--- src/iob_pkg.sv ---
// Package for the port block-transfer and interrupt-entry engine.
// Assumes a single 25 MHz core clock and byte-wide port and memory buses.
package iob_pkg;
  localparam logic [7:0]  OP_PREFIX_ED   = 8'hED;
  localparam logic [7:0]  OP_RD_STEP_UP  = 8'hA2;
  localparam logic [7:0]  OP_RD_REP_UP   = 8'hB2;
  localparam logic [7:0]  OP_RD_STEP_DN  = 8'hAA;
  localparam logic [7:0]  OP_RD_REP_DN   = 8'hBA;
  localparam logic [7:0]  OP_WR_STEP_UP  = 8'hA3;
  localparam logic [7:0]  OP_WR_REP_UP   = 8'hB3;
  localparam logic [7:0]  OP_WR_STEP_DN  = 8'hAB;
  localparam logic [7:0]  OP_WR_REP_DN   = 8'hBB;
  localparam logic [15:0] VEC_MASKABLE   = 16'h0038;
  localparam logic [15:0] VEC_NONMASK    = 16'h0066;
  localparam logic [1:0]  IRQ_MODE_INSTR = 2'h0;
  localparam logic [1:0]  IRQ_MODE_FIXED = 2'h1;
  localparam logic [4:0]  STATES_REPEAT  = 5'h15;
  localparam logic [4:0]  STATES_FINAL   = 5'h10;
  localparam logic [7:0]  COUNT_ZERO     = 8'h00;
  localparam logic [15:0] PTR_STEP       = 16'h0001;
  localparam logic [7:0]  COUNT_STEP     = 8'h01;
  localparam logic [4:0]  STATE_ONE      = 5'h01;
  typedef enum logic [3:0] {
    IOB_RD_STEP_UP, IOB_RD_REP_UP, IOB_RD_STEP_DN, IOB_RD_REP_DN,
    IOB_WR_STEP_UP, IOB_WR_REP_UP, IOB_WR_STEP_DN, IOB_WR_REP_DN, IOB_NONE
  } iob_op_t;
endpackage

--- src/iob_buf_if.sv ---
// Interface carrying transfer bytes between the engine and its two-entry buffer.
// Assumes both ends share core_clk.
`timescale 1ns/100ps
interface iob_buf_if;
  logic [7:0] in_data;
  logic       in_valid;
  logic       in_ready;
  logic [7:0] out_data;
  logic       out_valid;
  logic       out_ready;
  modport buf_side (input in_data, input in_valid, output in_ready,
                    output out_data, output out_valid, input out_ready);
  modport eng_side (output in_data, output in_valid, input in_ready,
                    input out_data, input out_valid, output out_ready);
endinterface

--- src/iob_engine.sv ---
// Port block-transfer engine and interrupt entry of the processor.
// Assumes memory and port handshakes come from logic on core_clk; irq pins are asynchronous.
// Behaviour
// - In mode zero, take the instruction byte driven during the acknowledge cycle.
// - In mode one, an accepted maskable interrupt restarts at address 38 hex.
// - An accepted non-maskable interrupt restarts at address 66 hex in any mode.
// - Read-step-up moves port byte to memory, increments pointer, decrements counter.
// - Read-repeat-up repeats until counter zero; 21 states per repeat, 16 final.
// - Read-step-down moves port byte to memory, decrements pointer and counter.
// - Read-repeat-down repeats the downward step until the counter is zero.
// - Write-step-up moves memory byte to port, increments pointer, decrements counter.
// - Write-repeat-up repeats until counter zero, 21 states per repeated pass.
// - Write-step-down moves memory byte to port, decrements pointer and counter.
// - Write-repeat-down repeats until counter zero, then goes on.
// - Zero flag is set when the decremented counter is zero, else cleared.
`timescale 1ns/100ps
module iob_engine (
  input  wire logic             core_clk,
  input  wire logic             srst,
  input  wire logic             op_valid,
  input  wire logic [7:0]       op_code,
  input  wire logic [15:0]      ptr_in,
  input  wire logic [7:0]       cnt_in,
  input  wire logic [7:0]       port_sel,
  input  wire logic [1:0]       irq_mode,
  input  wire logic             irq_enable,
  input  wire logic             irq_n,
  input  wire logic             nmi_n,
  input  wire logic [7:0]       ack_data,
  input  wire logic             rd_ack,
  input  wire logic [7:0]       rd_data,
  input  wire logic             wr_ready,
  output logic                  busy,
  output logic                  op_done,
  output logic [15:0]           memory_pointer_pair,
  output logic [7:0]            byte_count,
  output logic                  zero_flag,
  output logic                  rd_port_req,
  output logic                  rd_mem_req,
  output logic [15:0]           rd_addr,
  output logic                  wr_port_req,
  output logic                  wr_mem_req,
  output logic [15:0]           wr_addr,
  output logic [7:0]            wr_data,
  output logic                  opcode_fetch_cycle,
  output logic                  port_request_strobe,
  output logic                  irq_acknowledge_cycle,
  output logic                  restart_valid,
  output logic [15:0]           restart_addr,
  output logic                  instr_valid,
  output logic [7:0]            instr_byte,
  output logic                  resume_valid,
  output logic [4:0]            pass_states
);
  import iob_pkg::*;
  typedef enum logic [2:0] {IOB_IDLE, IOB_FETCH, IOB_WAIT, IOB_PUT, IOB_ACK} iob_state_t;

  iob_state_t state_ff;
  iob_op_t    op_ff;
  logic [1:0] irq_sync_ff;
  logic [1:0] nmi_sync_ff;
  logic       nmi_prev_ff;
  logic       nmi_pend_ff;
  logic       int_ack_ff;
  logic       irq_mask_ff;
  logic [15:0] ptr_ff;
  logic [7:0]  cnt_ff;
  logic [15:0] port_addr;

  iob_buf_if bq ();
  iob_skid u_skid (
    .core_clk (core_clk),
    .srst     (srst),
    .bus      (bq)
  );

  function automatic iob_op_t decode_op(input logic [7:0] c);
    unique case (c)
      OP_RD_STEP_UP: decode_op = IOB_RD_STEP_UP;
      OP_RD_REP_UP:  decode_op = IOB_RD_REP_UP;
      OP_RD_STEP_DN: decode_op = IOB_RD_STEP_DN;
      OP_RD_REP_DN:  decode_op = IOB_RD_REP_DN;
      OP_WR_STEP_UP: decode_op = IOB_WR_STEP_UP;
      OP_WR_REP_UP:  decode_op = IOB_WR_REP_UP;
      OP_WR_STEP_DN: decode_op = IOB_WR_STEP_DN;
      OP_WR_REP_DN:  decode_op = IOB_WR_REP_DN;
      default:       decode_op = IOB_NONE;
    endcase
  endfunction

  function automatic logic [15:0] step_ptr(input logic [15:0] p, input iob_op_t o);
    step_ptr = (o inside {IOB_RD_STEP_DN, IOB_RD_REP_DN, IOB_WR_STEP_DN, IOB_WR_REP_DN})
             ? p - PTR_STEP : p + PTR_STEP;
  endfunction

  wire        op_is_read   = op_ff inside {IOB_RD_STEP_UP, IOB_RD_REP_UP, IOB_RD_STEP_DN, IOB_RD_REP_DN};
  wire        op_is_repeat = op_ff inside {IOB_RD_REP_UP, IOB_RD_REP_DN, IOB_WR_REP_UP, IOB_WR_REP_DN};
  wire [7:0]  cnt_dec      = cnt_ff - COUNT_STEP;
  wire        cnt_last     = (cnt_dec == COUNT_ZERO);
  wire [15:0] ptr_next     = step_ptr(ptr_ff, op_ff);
  wire        irq_req      = ~irq_sync_ff[1] && irq_enable && !irq_mask_ff;
  wire        nmi_edge     = nmi_prev_ff && ~nmi_sync_ff[1];
  wire        nmi_any      = nmi_pend_ff || nmi_edge;
  wire        any_int      = nmi_any || irq_req;
  wire        put_accept   = bq.in_valid && bq.in_ready;
  wire        drain_accept = bq.out_valid && bq.out_ready;
  wire        read_ret     = rd_ack && (state_ff == IOB_WAIT);
  assign port_addr = {cnt_ff, port_sel};

  // The byte travels through the buffer so a stalled write target never drops it.
  assign bq.in_data   = rd_data;
  assign bq.in_valid  = read_ret;
  assign bq.out_ready = wr_ready && !wr_port_req && !wr_mem_req;

  always_ff @(posedge core_clk) begin
    if (srst) begin
      irq_sync_ff <= 2'h3;
      nmi_sync_ff <= 2'h3;
      nmi_prev_ff <= 1'b1;
      irq_mask_ff <= 1'b0;
    end else begin
      irq_sync_ff <= {irq_sync_ff[0], irq_n};
      nmi_sync_ff <= {nmi_sync_ff[0], nmi_n};
      nmi_prev_ff <= nmi_sync_ff[1];
      // An accepted maskable entry masks the level input until software drops the enable.
      // Without it a line still low inside the synchroniser would enter a second time.
      if (!irq_enable) irq_mask_ff <= 1'b0;
      else if (irq_req && !nmi_any && state_ff == IOB_IDLE) irq_mask_ff <= 1'b1;
    end
  end

  always_ff @(posedge core_clk) begin
    if (srst) begin
      state_ff <= IOB_IDLE;
      op_ff    <= IOB_NONE;
      ptr_ff   <= 16'h0000;
      cnt_ff   <= COUNT_ZERO;
      busy     <= 1'b0;
      op_done  <= 1'b0;
      zero_flag <= 1'b0;
      memory_pointer_pair <= 16'h0000;
      byte_count          <= COUNT_ZERO;
      rd_port_req <= 1'b0;
      rd_mem_req  <= 1'b0;
      rd_addr     <= 16'h0000;
      pass_states <= STATE_ONE;
      nmi_pend_ff <= 1'b0;
      int_ack_ff  <= 1'b0;
      restart_valid <= 1'b0;
      restart_addr  <= 16'h0000;
      instr_valid   <= 1'b0;
      instr_byte    <= 8'h00;
      resume_valid  <= 1'b0;
      opcode_fetch_cycle    <= 1'b0;
      port_request_strobe   <= 1'b0;
      irq_acknowledge_cycle <= 1'b0;
    end else begin
      op_done       <= 1'b0;
      restart_valid <= 1'b0;
      instr_valid   <= 1'b0;
      resume_valid  <= 1'b0;
      if (nmi_edge) nmi_pend_ff <= 1'b1;
      unique case (state_ff)
        IOB_IDLE: begin
          if (any_int) begin
            state_ff <= IOB_ACK;
            busy     <= 1'b1;
            int_ack_ff <= ~nmi_any && (irq_mode == IRQ_MODE_INSTR);
            opcode_fetch_cycle  <= ~nmi_any && (irq_mode == IRQ_MODE_INSTR);
            port_request_strobe <= ~nmi_any && (irq_mode == IRQ_MODE_INSTR);
            irq_acknowledge_cycle <= ~nmi_any && (irq_mode == IRQ_MODE_INSTR);
          end else if (op_valid && decode_op(op_code) != IOB_NONE) begin
            op_ff    <= decode_op(op_code);
            ptr_ff   <= ptr_in;
            cnt_ff   <= cnt_in;
            busy     <= 1'b1;
            state_ff <= IOB_FETCH;
          end
        end
        IOB_FETCH: begin
          // Reads come from the port for input ops and from memory for output ops.
          rd_port_req <= op_is_read;
          rd_mem_req  <= ~op_is_read;
          rd_addr     <= op_is_read ? port_addr : ptr_ff;
          state_ff    <= IOB_WAIT;
        end
        IOB_WAIT: begin
          if (read_ret) begin
            rd_port_req <= 1'b0;
            rd_mem_req  <= 1'b0;
            state_ff    <= IOB_PUT;
          end
        end
        IOB_PUT: begin
          if (!wr_port_req && !wr_mem_req && !bq.out_valid) begin
            ptr_ff    <= ptr_next;
            cnt_ff    <= cnt_dec;
            zero_flag <= cnt_last;
            memory_pointer_pair <= ptr_next;
            byte_count          <= cnt_dec;
            // A repeat pass costs 21 states, the last one 16.
            pass_states <= (op_is_repeat && !cnt_last) ? STATES_REPEAT : STATES_FINAL;
            if (op_is_repeat && !cnt_last) begin
              // Yield between passes; the pending interrupt sees the instruction re-run later.
              if (any_int) begin
                resume_valid <= 1'b1;
                state_ff     <= IOB_IDLE;
                busy         <= 1'b0;
              end else begin
                state_ff <= IOB_FETCH;
              end
            end else begin
              op_done  <= 1'b1;
              state_ff <= IOB_IDLE;
              busy     <= 1'b0;
            end
          end
        end
        IOB_ACK: begin
          opcode_fetch_cycle    <= 1'b0;
          port_request_strobe   <= 1'b0;
          irq_acknowledge_cycle <= 1'b0;
          busy     <= 1'b0;
          state_ff <= IOB_IDLE;
          if (nmi_pend_ff || nmi_edge) begin
            nmi_pend_ff   <= 1'b0;
            restart_valid <= 1'b1;
            restart_addr  <= VEC_NONMASK;
          end else if (int_ack_ff) begin
            instr_valid <= 1'b1;
            instr_byte  <= ack_data;
          end else begin
            restart_valid <= 1'b1;
            restart_addr  <= VEC_MASKABLE;
          end
        end
      endcase
    end
  end

  // Write side drains the buffer toward the port or the memory.
  always_ff @(posedge core_clk) begin
    if (srst) begin
      wr_port_req <= 1'b0;
      wr_mem_req  <= 1'b0;
      wr_addr     <= 16'h0000;
      wr_data     <= 8'h00;
    end else if (wr_port_req || wr_mem_req) begin
      if (wr_ready) begin
        wr_port_req <= 1'b0;
        wr_mem_req  <= 1'b0;
      end
    end else if (drain_accept) begin
      wr_port_req <= ~op_is_read;
      wr_mem_req  <= op_is_read;
      wr_addr     <= op_is_read ? ptr_ff : port_addr;
      wr_data     <= bq.out_data;
    end
  end

  initial begin
    if ($bits(ptr_in) != 16) $error("Pointer width must be 16.");
  end
  wire unused_accept = put_accept;
endmodule

--- src/iob_skid.sv ---
// Two-entry buffer with valid and ready on both sides.
// Assumes one clock and a synchronous active-high reset.
`timescale 1ns/100ps
module iob_skid (
  input  wire logic core_clk,
  input  wire logic srst,
  iob_buf_if.buf_side bus
);
  import iob_pkg::*;
  logic [7:0] mem_ff [2];
  logic       wr_ptr_ff;
  logic       rd_ptr_ff;
  logic [1:0] fill_ff;
  wire push = bus.in_valid && bus.in_ready;
  wire pop  = bus.out_valid && bus.out_ready;
  assign bus.in_ready  = (fill_ff != 2'h2);
  assign bus.out_valid = (fill_ff != 2'h0);
  assign bus.out_data  = mem_ff[rd_ptr_ff];
  always_ff @(posedge core_clk) begin
    if (srst) begin
      wr_ptr_ff <= 1'b0;
      rd_ptr_ff <= 1'b0;
      fill_ff   <= 2'h0;
    end else begin
      if (push) begin
        mem_ff[wr_ptr_ff] <= bus.in_data;
        wr_ptr_ff         <= ~wr_ptr_ff;
      end
      if (pop) rd_ptr_ff <= ~rd_ptr_ff;
      fill_ff <= fill_ff + {1'b0, push} - {1'b0, pop};
    end
  end
endmodule

--- config.mk ---
export PLATFORM = sky130hd
export DESIGN_NAME = iob_engine
export DESIGN_NICKNAME = d
export VERILOG_FILES = /design/src/iob_pkg.sv /design/src/iob_buf_if.sv /design/src/iob_engine.sv /design/src/iob_skid.sv
export SDC_FILE = /design/constraint.sdc
export NUM_CORES = 1
export LEC_CHECK = 0
export BUFFER_PORTS_ARGS = -buffer_cell sky130_fd_sc_hd__buf_2
export CORE_MARGIN = 2
export CORE_UTILIZATION = 35
export DETAILED_ROUTE_END_ITERATION = 12
export PLACE_DENSITY = 0.65
export SLEW_MARGIN = 20
export SYNTH_ARGS = -nofsm -noshare
export SYNTH_HDL_FRONTEND = slang
export SYNTH_SLANG_ARGS = --single-unit
--- constraint.sdc ---
create_clock -name core_clk -period 3.9 [get_ports core_clk]
set_input_delay 0.585 -clock core_clk [delete_from_list [all_inputs] [get_ports core_clk]]
set_output_delay 0.585 -clock core_clk [all_outputs]
set_load 0.05 [all_outputs]
==> results_tabular.tex <==
\begin{tabular}{lr}
\hline
Metric & Value \\
\hline
\multicolumn{2}{l}{\textbf{Status}} \\
\quad Result of the run & finished clean \\
\multicolumn{2}{l}{\textbf{Critical path}} \\
\quad Critical path endpoint & ptr\_ff[14]\$\_SDFFE\_PP0P\_ \\
\quad Element type at the critical path end & flop \\
\quad CP Launch Type & flop \\
\quad Worst setup path start & op\_ff[1]\$\_SDFFE\_PP0P\_ \\
\quad Worst Setup Path Type & reg2reg \\
\quad Peak fanout along the critical path & 19 \\
\quad Worst reg2reg path startpoint & op\_ff[1]\$\_SDFFE\_PP0P\_ \\
\quad Depth of the most critical reg-to-reg path & 10 \\
\quad Required time of the critical path & 4.23 ns \\
\quad Arr. time, crit path & 2.93 ns \\
\quad Worst-case register-to-register setup slack & 1.30 ns \\
\quad Capture instance of the worst register-to-register path & ptr\_ff[14]\$\_SDFFE\_PP0P\_ \\
\multicolumn{2}{l}{\textbf{Drt}} \\
\quad Number of DRC markers after the initial detailed-route iteration & 462 \\
\quad DRC Markers & 0 \\
\quad Avg Vias per Cell & 5.14 \\
\quad Total detailed-routing wirelength & 19900 microns \\
\quad Final ANT Viol Nets & 0 \\
\quad Mean routed wirelength per cell & 16.4 microns \\
\quad Detailed-routing iteration count for the pre-antenna-repair pass & 5 \\
\quad Routed via count & 6242 \\
\multicolumn{2}{l}{\textbf{STA}} \\
\quad Fin Clk Skew & 0.0165 ns \\
\quad Highest clock frequency the design can meet & 384 MHz \\
\quad Final worst hold slack & 0.331 ns \\
\quad Least-Margin Pin Slew & 1.08 ns \\
\quad Final critical-path required period & 2.60 ns \\
\quad Number of slew-limit violations in the final report & 0 \\
\quad Unrepaired setup endpoints after global routing & false \\
\quad Final-report hold violation count & 0 \\
\quad Total negative slack for setup checks & 0 ns \\
\quad Final setup viols & 0 \\
\quad Slew Limit Headroom & 0.281 \\
\quad Post-route fraction of the period consumed by the critical path & 0.667 \\
\multicolumn{2}{l}{\textbf{Logic synthesis}} \\
\quad Top-area cell type share of the netlist area & 0.379 \\
\quad Most common cell in the synthesized netlist & dfxtp\_1 \\
\quad Area share of fa/ha/maj cells after synthesis & 0.0406 \\
\quad Mean instance size in the synthesized netlist & 8.60 sq um \\
\quad Synth top area cells & dfxtp\_1 (38\%), edfxtp\_1 (6.9\%), nor2\_1 (5.7\%) \\
\quad Synthesis Warnings & 0 \\
\quad Number of unique standard cell types used by synthesis & 66 \\
\quad Post-synthesis instance area & 0.00697 sq mm \\
\quad Ys flop type & dfxtp\_1 \\
\quad Synth Area in Compound Gates & 0.206 \\
\quad Library cell occupying the most area in the post-synthesis netlist & dfxtp\_1 \\
\quad Dominant combinational cell family by area after synthesis & compound AO/OA/AOI/OAI gates \\
\quad Number of synthesized register bits & 148 \\
\quad Cell types with the highest counts after synthesis & dfxtp\_1 (132), nor2\_1 (106), nand2\_1 (99) \\
\quad Gate Count Post-Synth & 810 \\
\quad XOR/XNOR Fraction of Synth Area & 0.0264 \\
\quad Simple-gate share of the synthesized area & 0.194 \\
\quad Proportion of synthesized chip area in sequential cells & 0.448 \\
\quad Fraction of registers with async set/reset & 0 \\
\quad Number of flops mapped to enable cells by yosys & 16 \\
\quad Multiplexer share of the synthesized area & 0.0259 \\
\multicolumn{2}{l}{\textbf{Floorplan}} \\
\quad Vertical die dimension & 145 microns \\
\quad Count of pins on the block boundary & 172 \\
\quad Row cnt & 51 \\
\quad Core outline area & 0.0195 sq mm \\
\quad Die Outline Area & 0.0210 sq mm \\
\quad Initial standard-cell utilization of the core & 0.357 \\
\quad Horizontal extent of the die & 145 microns \\
\multicolumn{2}{l}{\textbf{Power and ir drop}} \\
\quad Register share of total power & 0.387 \\
\quad Total internal power & 3030 uW \\
\quad Final Power & 4820 uW \\
\quad Clock group share of total power & 0.339 \\
\quad Pwr per Cell Area & 569 mW/mm\^{}2 \\
\quad Cell leakage power & 0.00345 uW \\
\quad Worst IR drop on VDD & 0.314 mV \\
\quad Part of the power in combinational logic & 0.274 \\
\quad Share of total power consumed by net switching & 0.372 \\
\quad Switch Pwr & 1790 uW \\
\multicolumn{2}{l}{\textbf{GRT}} \\
\quad Number of antenna violations at the first check in global routing & 0 \\
\quad Vias in the first global route & 5689 \\
\quad Total congestion overflow & 0 \\
\quad Total track usage & 0.189 \\
\quad Global-route wire length before repair & 31600 microns \\
\quad Largest net degree at the start of global routing & 80 \\
\multicolumn{2}{l}{\textbf{Layout}} \\
\quad Number of filler cells placed in the layout & 1984 \\
\quad Area of the multi-input gates & 0.00350 sq mm \\
\quad Fraction of final layout cells sized beyond drive strength 1 & 0.232 \\
\quad Sequential Area & 0.00312 sq mm \\
\quad Syn-to-layout area delta & 21.6\% \\
\quad Final instance area & 0.00847 sq mm \\
\quad Final layout net count & 1025 \\
\quad Number of antenna cells inserted & 0 \\
\multicolumn{2}{l}{\textbf{Clock tree}} \\
\quad Reg clk slew, reported paths & 0.06 ns \\
\quad Clk Tree Root Cell & clkbuf\_16 \\
\quad Maximum root-to-sink buffer count & 2 \\
\quad CTS tree & done \\
\quad \# Post-CTS Setup Buffers & 0 \\
\quad Number of buffers inserted by hold repair at cts & 0 \\
\quad Number of sinks driven by the clock tree & 148 \\
\quad Insertion delay of the later-clocked pin in the worst-skew pair & 0.43 ns \\
\quad Deepest level of the CTS H-tree & 4 \\
\quad Total of cells resized after clock tree synthesis & 0 \\
\quad Total CTS buffers & 17 \\
\multicolumn{2}{l}{\textbf{Place}} \\
\quad Placed cell area & 0.00789 sq mm \\
\quad Global placer's final weighted congestion & 0.935 \\
\quad Number of buffer cells added on primary ports & 159 \\
\quad HPWL after detailed placement & 14300 microns \\
\multicolumn{2}{l}{\textbf{Hold path}} \\
\quad Path category of the worst min-delay check & in2reg \\
\multicolumn{2}{l}{\textbf{Job}} \\
\quad Reported max-cap violation count & 0 \\
\hline
\end{tabular}
cell usage in the layout (no fill, tap or decap), types with 5 or more instances in the layout:
cell / count
and2_1: 5
nand2_1: 99
and3_1: 5
or2_2: 6
o211ai_1: 9
mux2i_1: 18
ha_1: 21
edfxtp_1: 16
nand3_1: 15
buf_2: 158
a21oi_1: 58
o22ai_1: 5
conb_1: 12
nand2b_1: 8
xnor2_1: 17
clkbuf_16: 17
nor2_1: 104
a311oi_1: 36
inv_1: 13
o21ai_0: 45
o21ai_1: 8
nor2b_1: 5
nor3b_1: 5
a211oi_1: 27
buf_4: 13
nor3_1: 12
dfxtp_1: 132
cells by family (layout without fill, tap and decap cells):
| family | Yosys count | after routing |
|---|---|---|
| AOI/OAI and AO/OA | 218 | 218 |
| muxes | 18 | 18 |
| other | 1 | 12 |
| xor gates and xnor gates | 21 | 21 |
| buffers and inverters | 87 | 216 |
| adders and majority gates | 22 | 22 |
| and+or+nand+nor | 295 | 295 |
| DFF | 148 | 148 |
worst min path at each step:
stage	startpoint	cells after the start	slack (ns)	to
2_1_floorplan	irq_sync_ff[0]$_SDFF_PP1_	1	0.39	irq_sync_ff[1]$_SDFF_PP1_
3_3_place_gp	nmi_sync_ff[0]$_SDFF_PP1_	1	0.39	nmi_sync_ff[1]$_SDFF_PP1_
3_5_place_dp	irq_sync_ff[0]$_SDFF_PP1_	1	0.39	irq_sync_ff[1]$_SDFF_PP1_
4_1_cts	nmi_n	2	0.32	nmi_sync_ff[0]$_SDFF_PP1_
5_1_grt	nmi_n	2	0.33	nmi_sync_ff[0]$_SDFF_PP1_
6_report	nmi_n	2	0.33	nmi_sync_ff[0]$_SDFF_PP1_
area by class of cell:
class,count,share of cell area
Clock buffer,18,0.0506
Clock inverter,14,0.0183
Inverter,13,0.00576
Multi-Input combinational cell,586,0.413
Sequential cell,148,0.369
Tap cell,265,0.0391
Timing Repair Buffer,171,0.105
stage by stage:
stage | setup slack (ns) | instances | utilization
2_1_floorplan | 0.891 | 821 | -
3_3_place_gp | 1.33 | 1183 | 0.404
3_5_place_dp | 1.26 | 1183 | 0.404
4_1_cts | 1.32 | 1215 | 0.434
5_1_grt | 1.09 | 1215 | 0.434
6_report | 1.30 | 1215 | 0.434
power groups by stage:
stage / combinational (uW) / sequential (uW) / clock, uW
2_1_floorplan: 570 / 2330 / 0
3_3_place_gp: 1310 / 1900 / 0
3_5_place_dp: 1320 / 1900 / 0
4_1_cts: 1330 / 1860 / 1660
5_1_grt: 1420 / 1890 / 1740
6_report: 1320 / 1870 / 1640
critical path: stages (launching register included):
cell      delay [ns]
dfxtp_1         0.32
nor2b_1         0.13
buf_4           0.27
inv_1           0.09
fa_1            0.39
nand2b_1        0.20
a211oi_1        0.34
or2_1           0.20
a41o_1          0.19
o21ai_0         0.08
a311oi_1        0.28
sequential cells by signal, summed over array words and instances (netlist names), 4 cells and up:
signal / flops
instr_byte: 8
op_ff: 4
memory_pointer_pair: 16
ptr_ff: 16
cnt_ff: 8
u_skid.mem_ff: 16
rd_addr: 16
byte_count: 8
wr_data: 8
wr_addr: 16
routing by layer:
layer,vias to the layer above,global-route usage,routed length [microns]
met5,-,0,0
met4,0,0.0539,271
met3,22,0.0557,1320
met2,193,0.292,8990
met1,2913,0.258,9320
li1,3114,-,-
(Power assumes the default switching activity.)
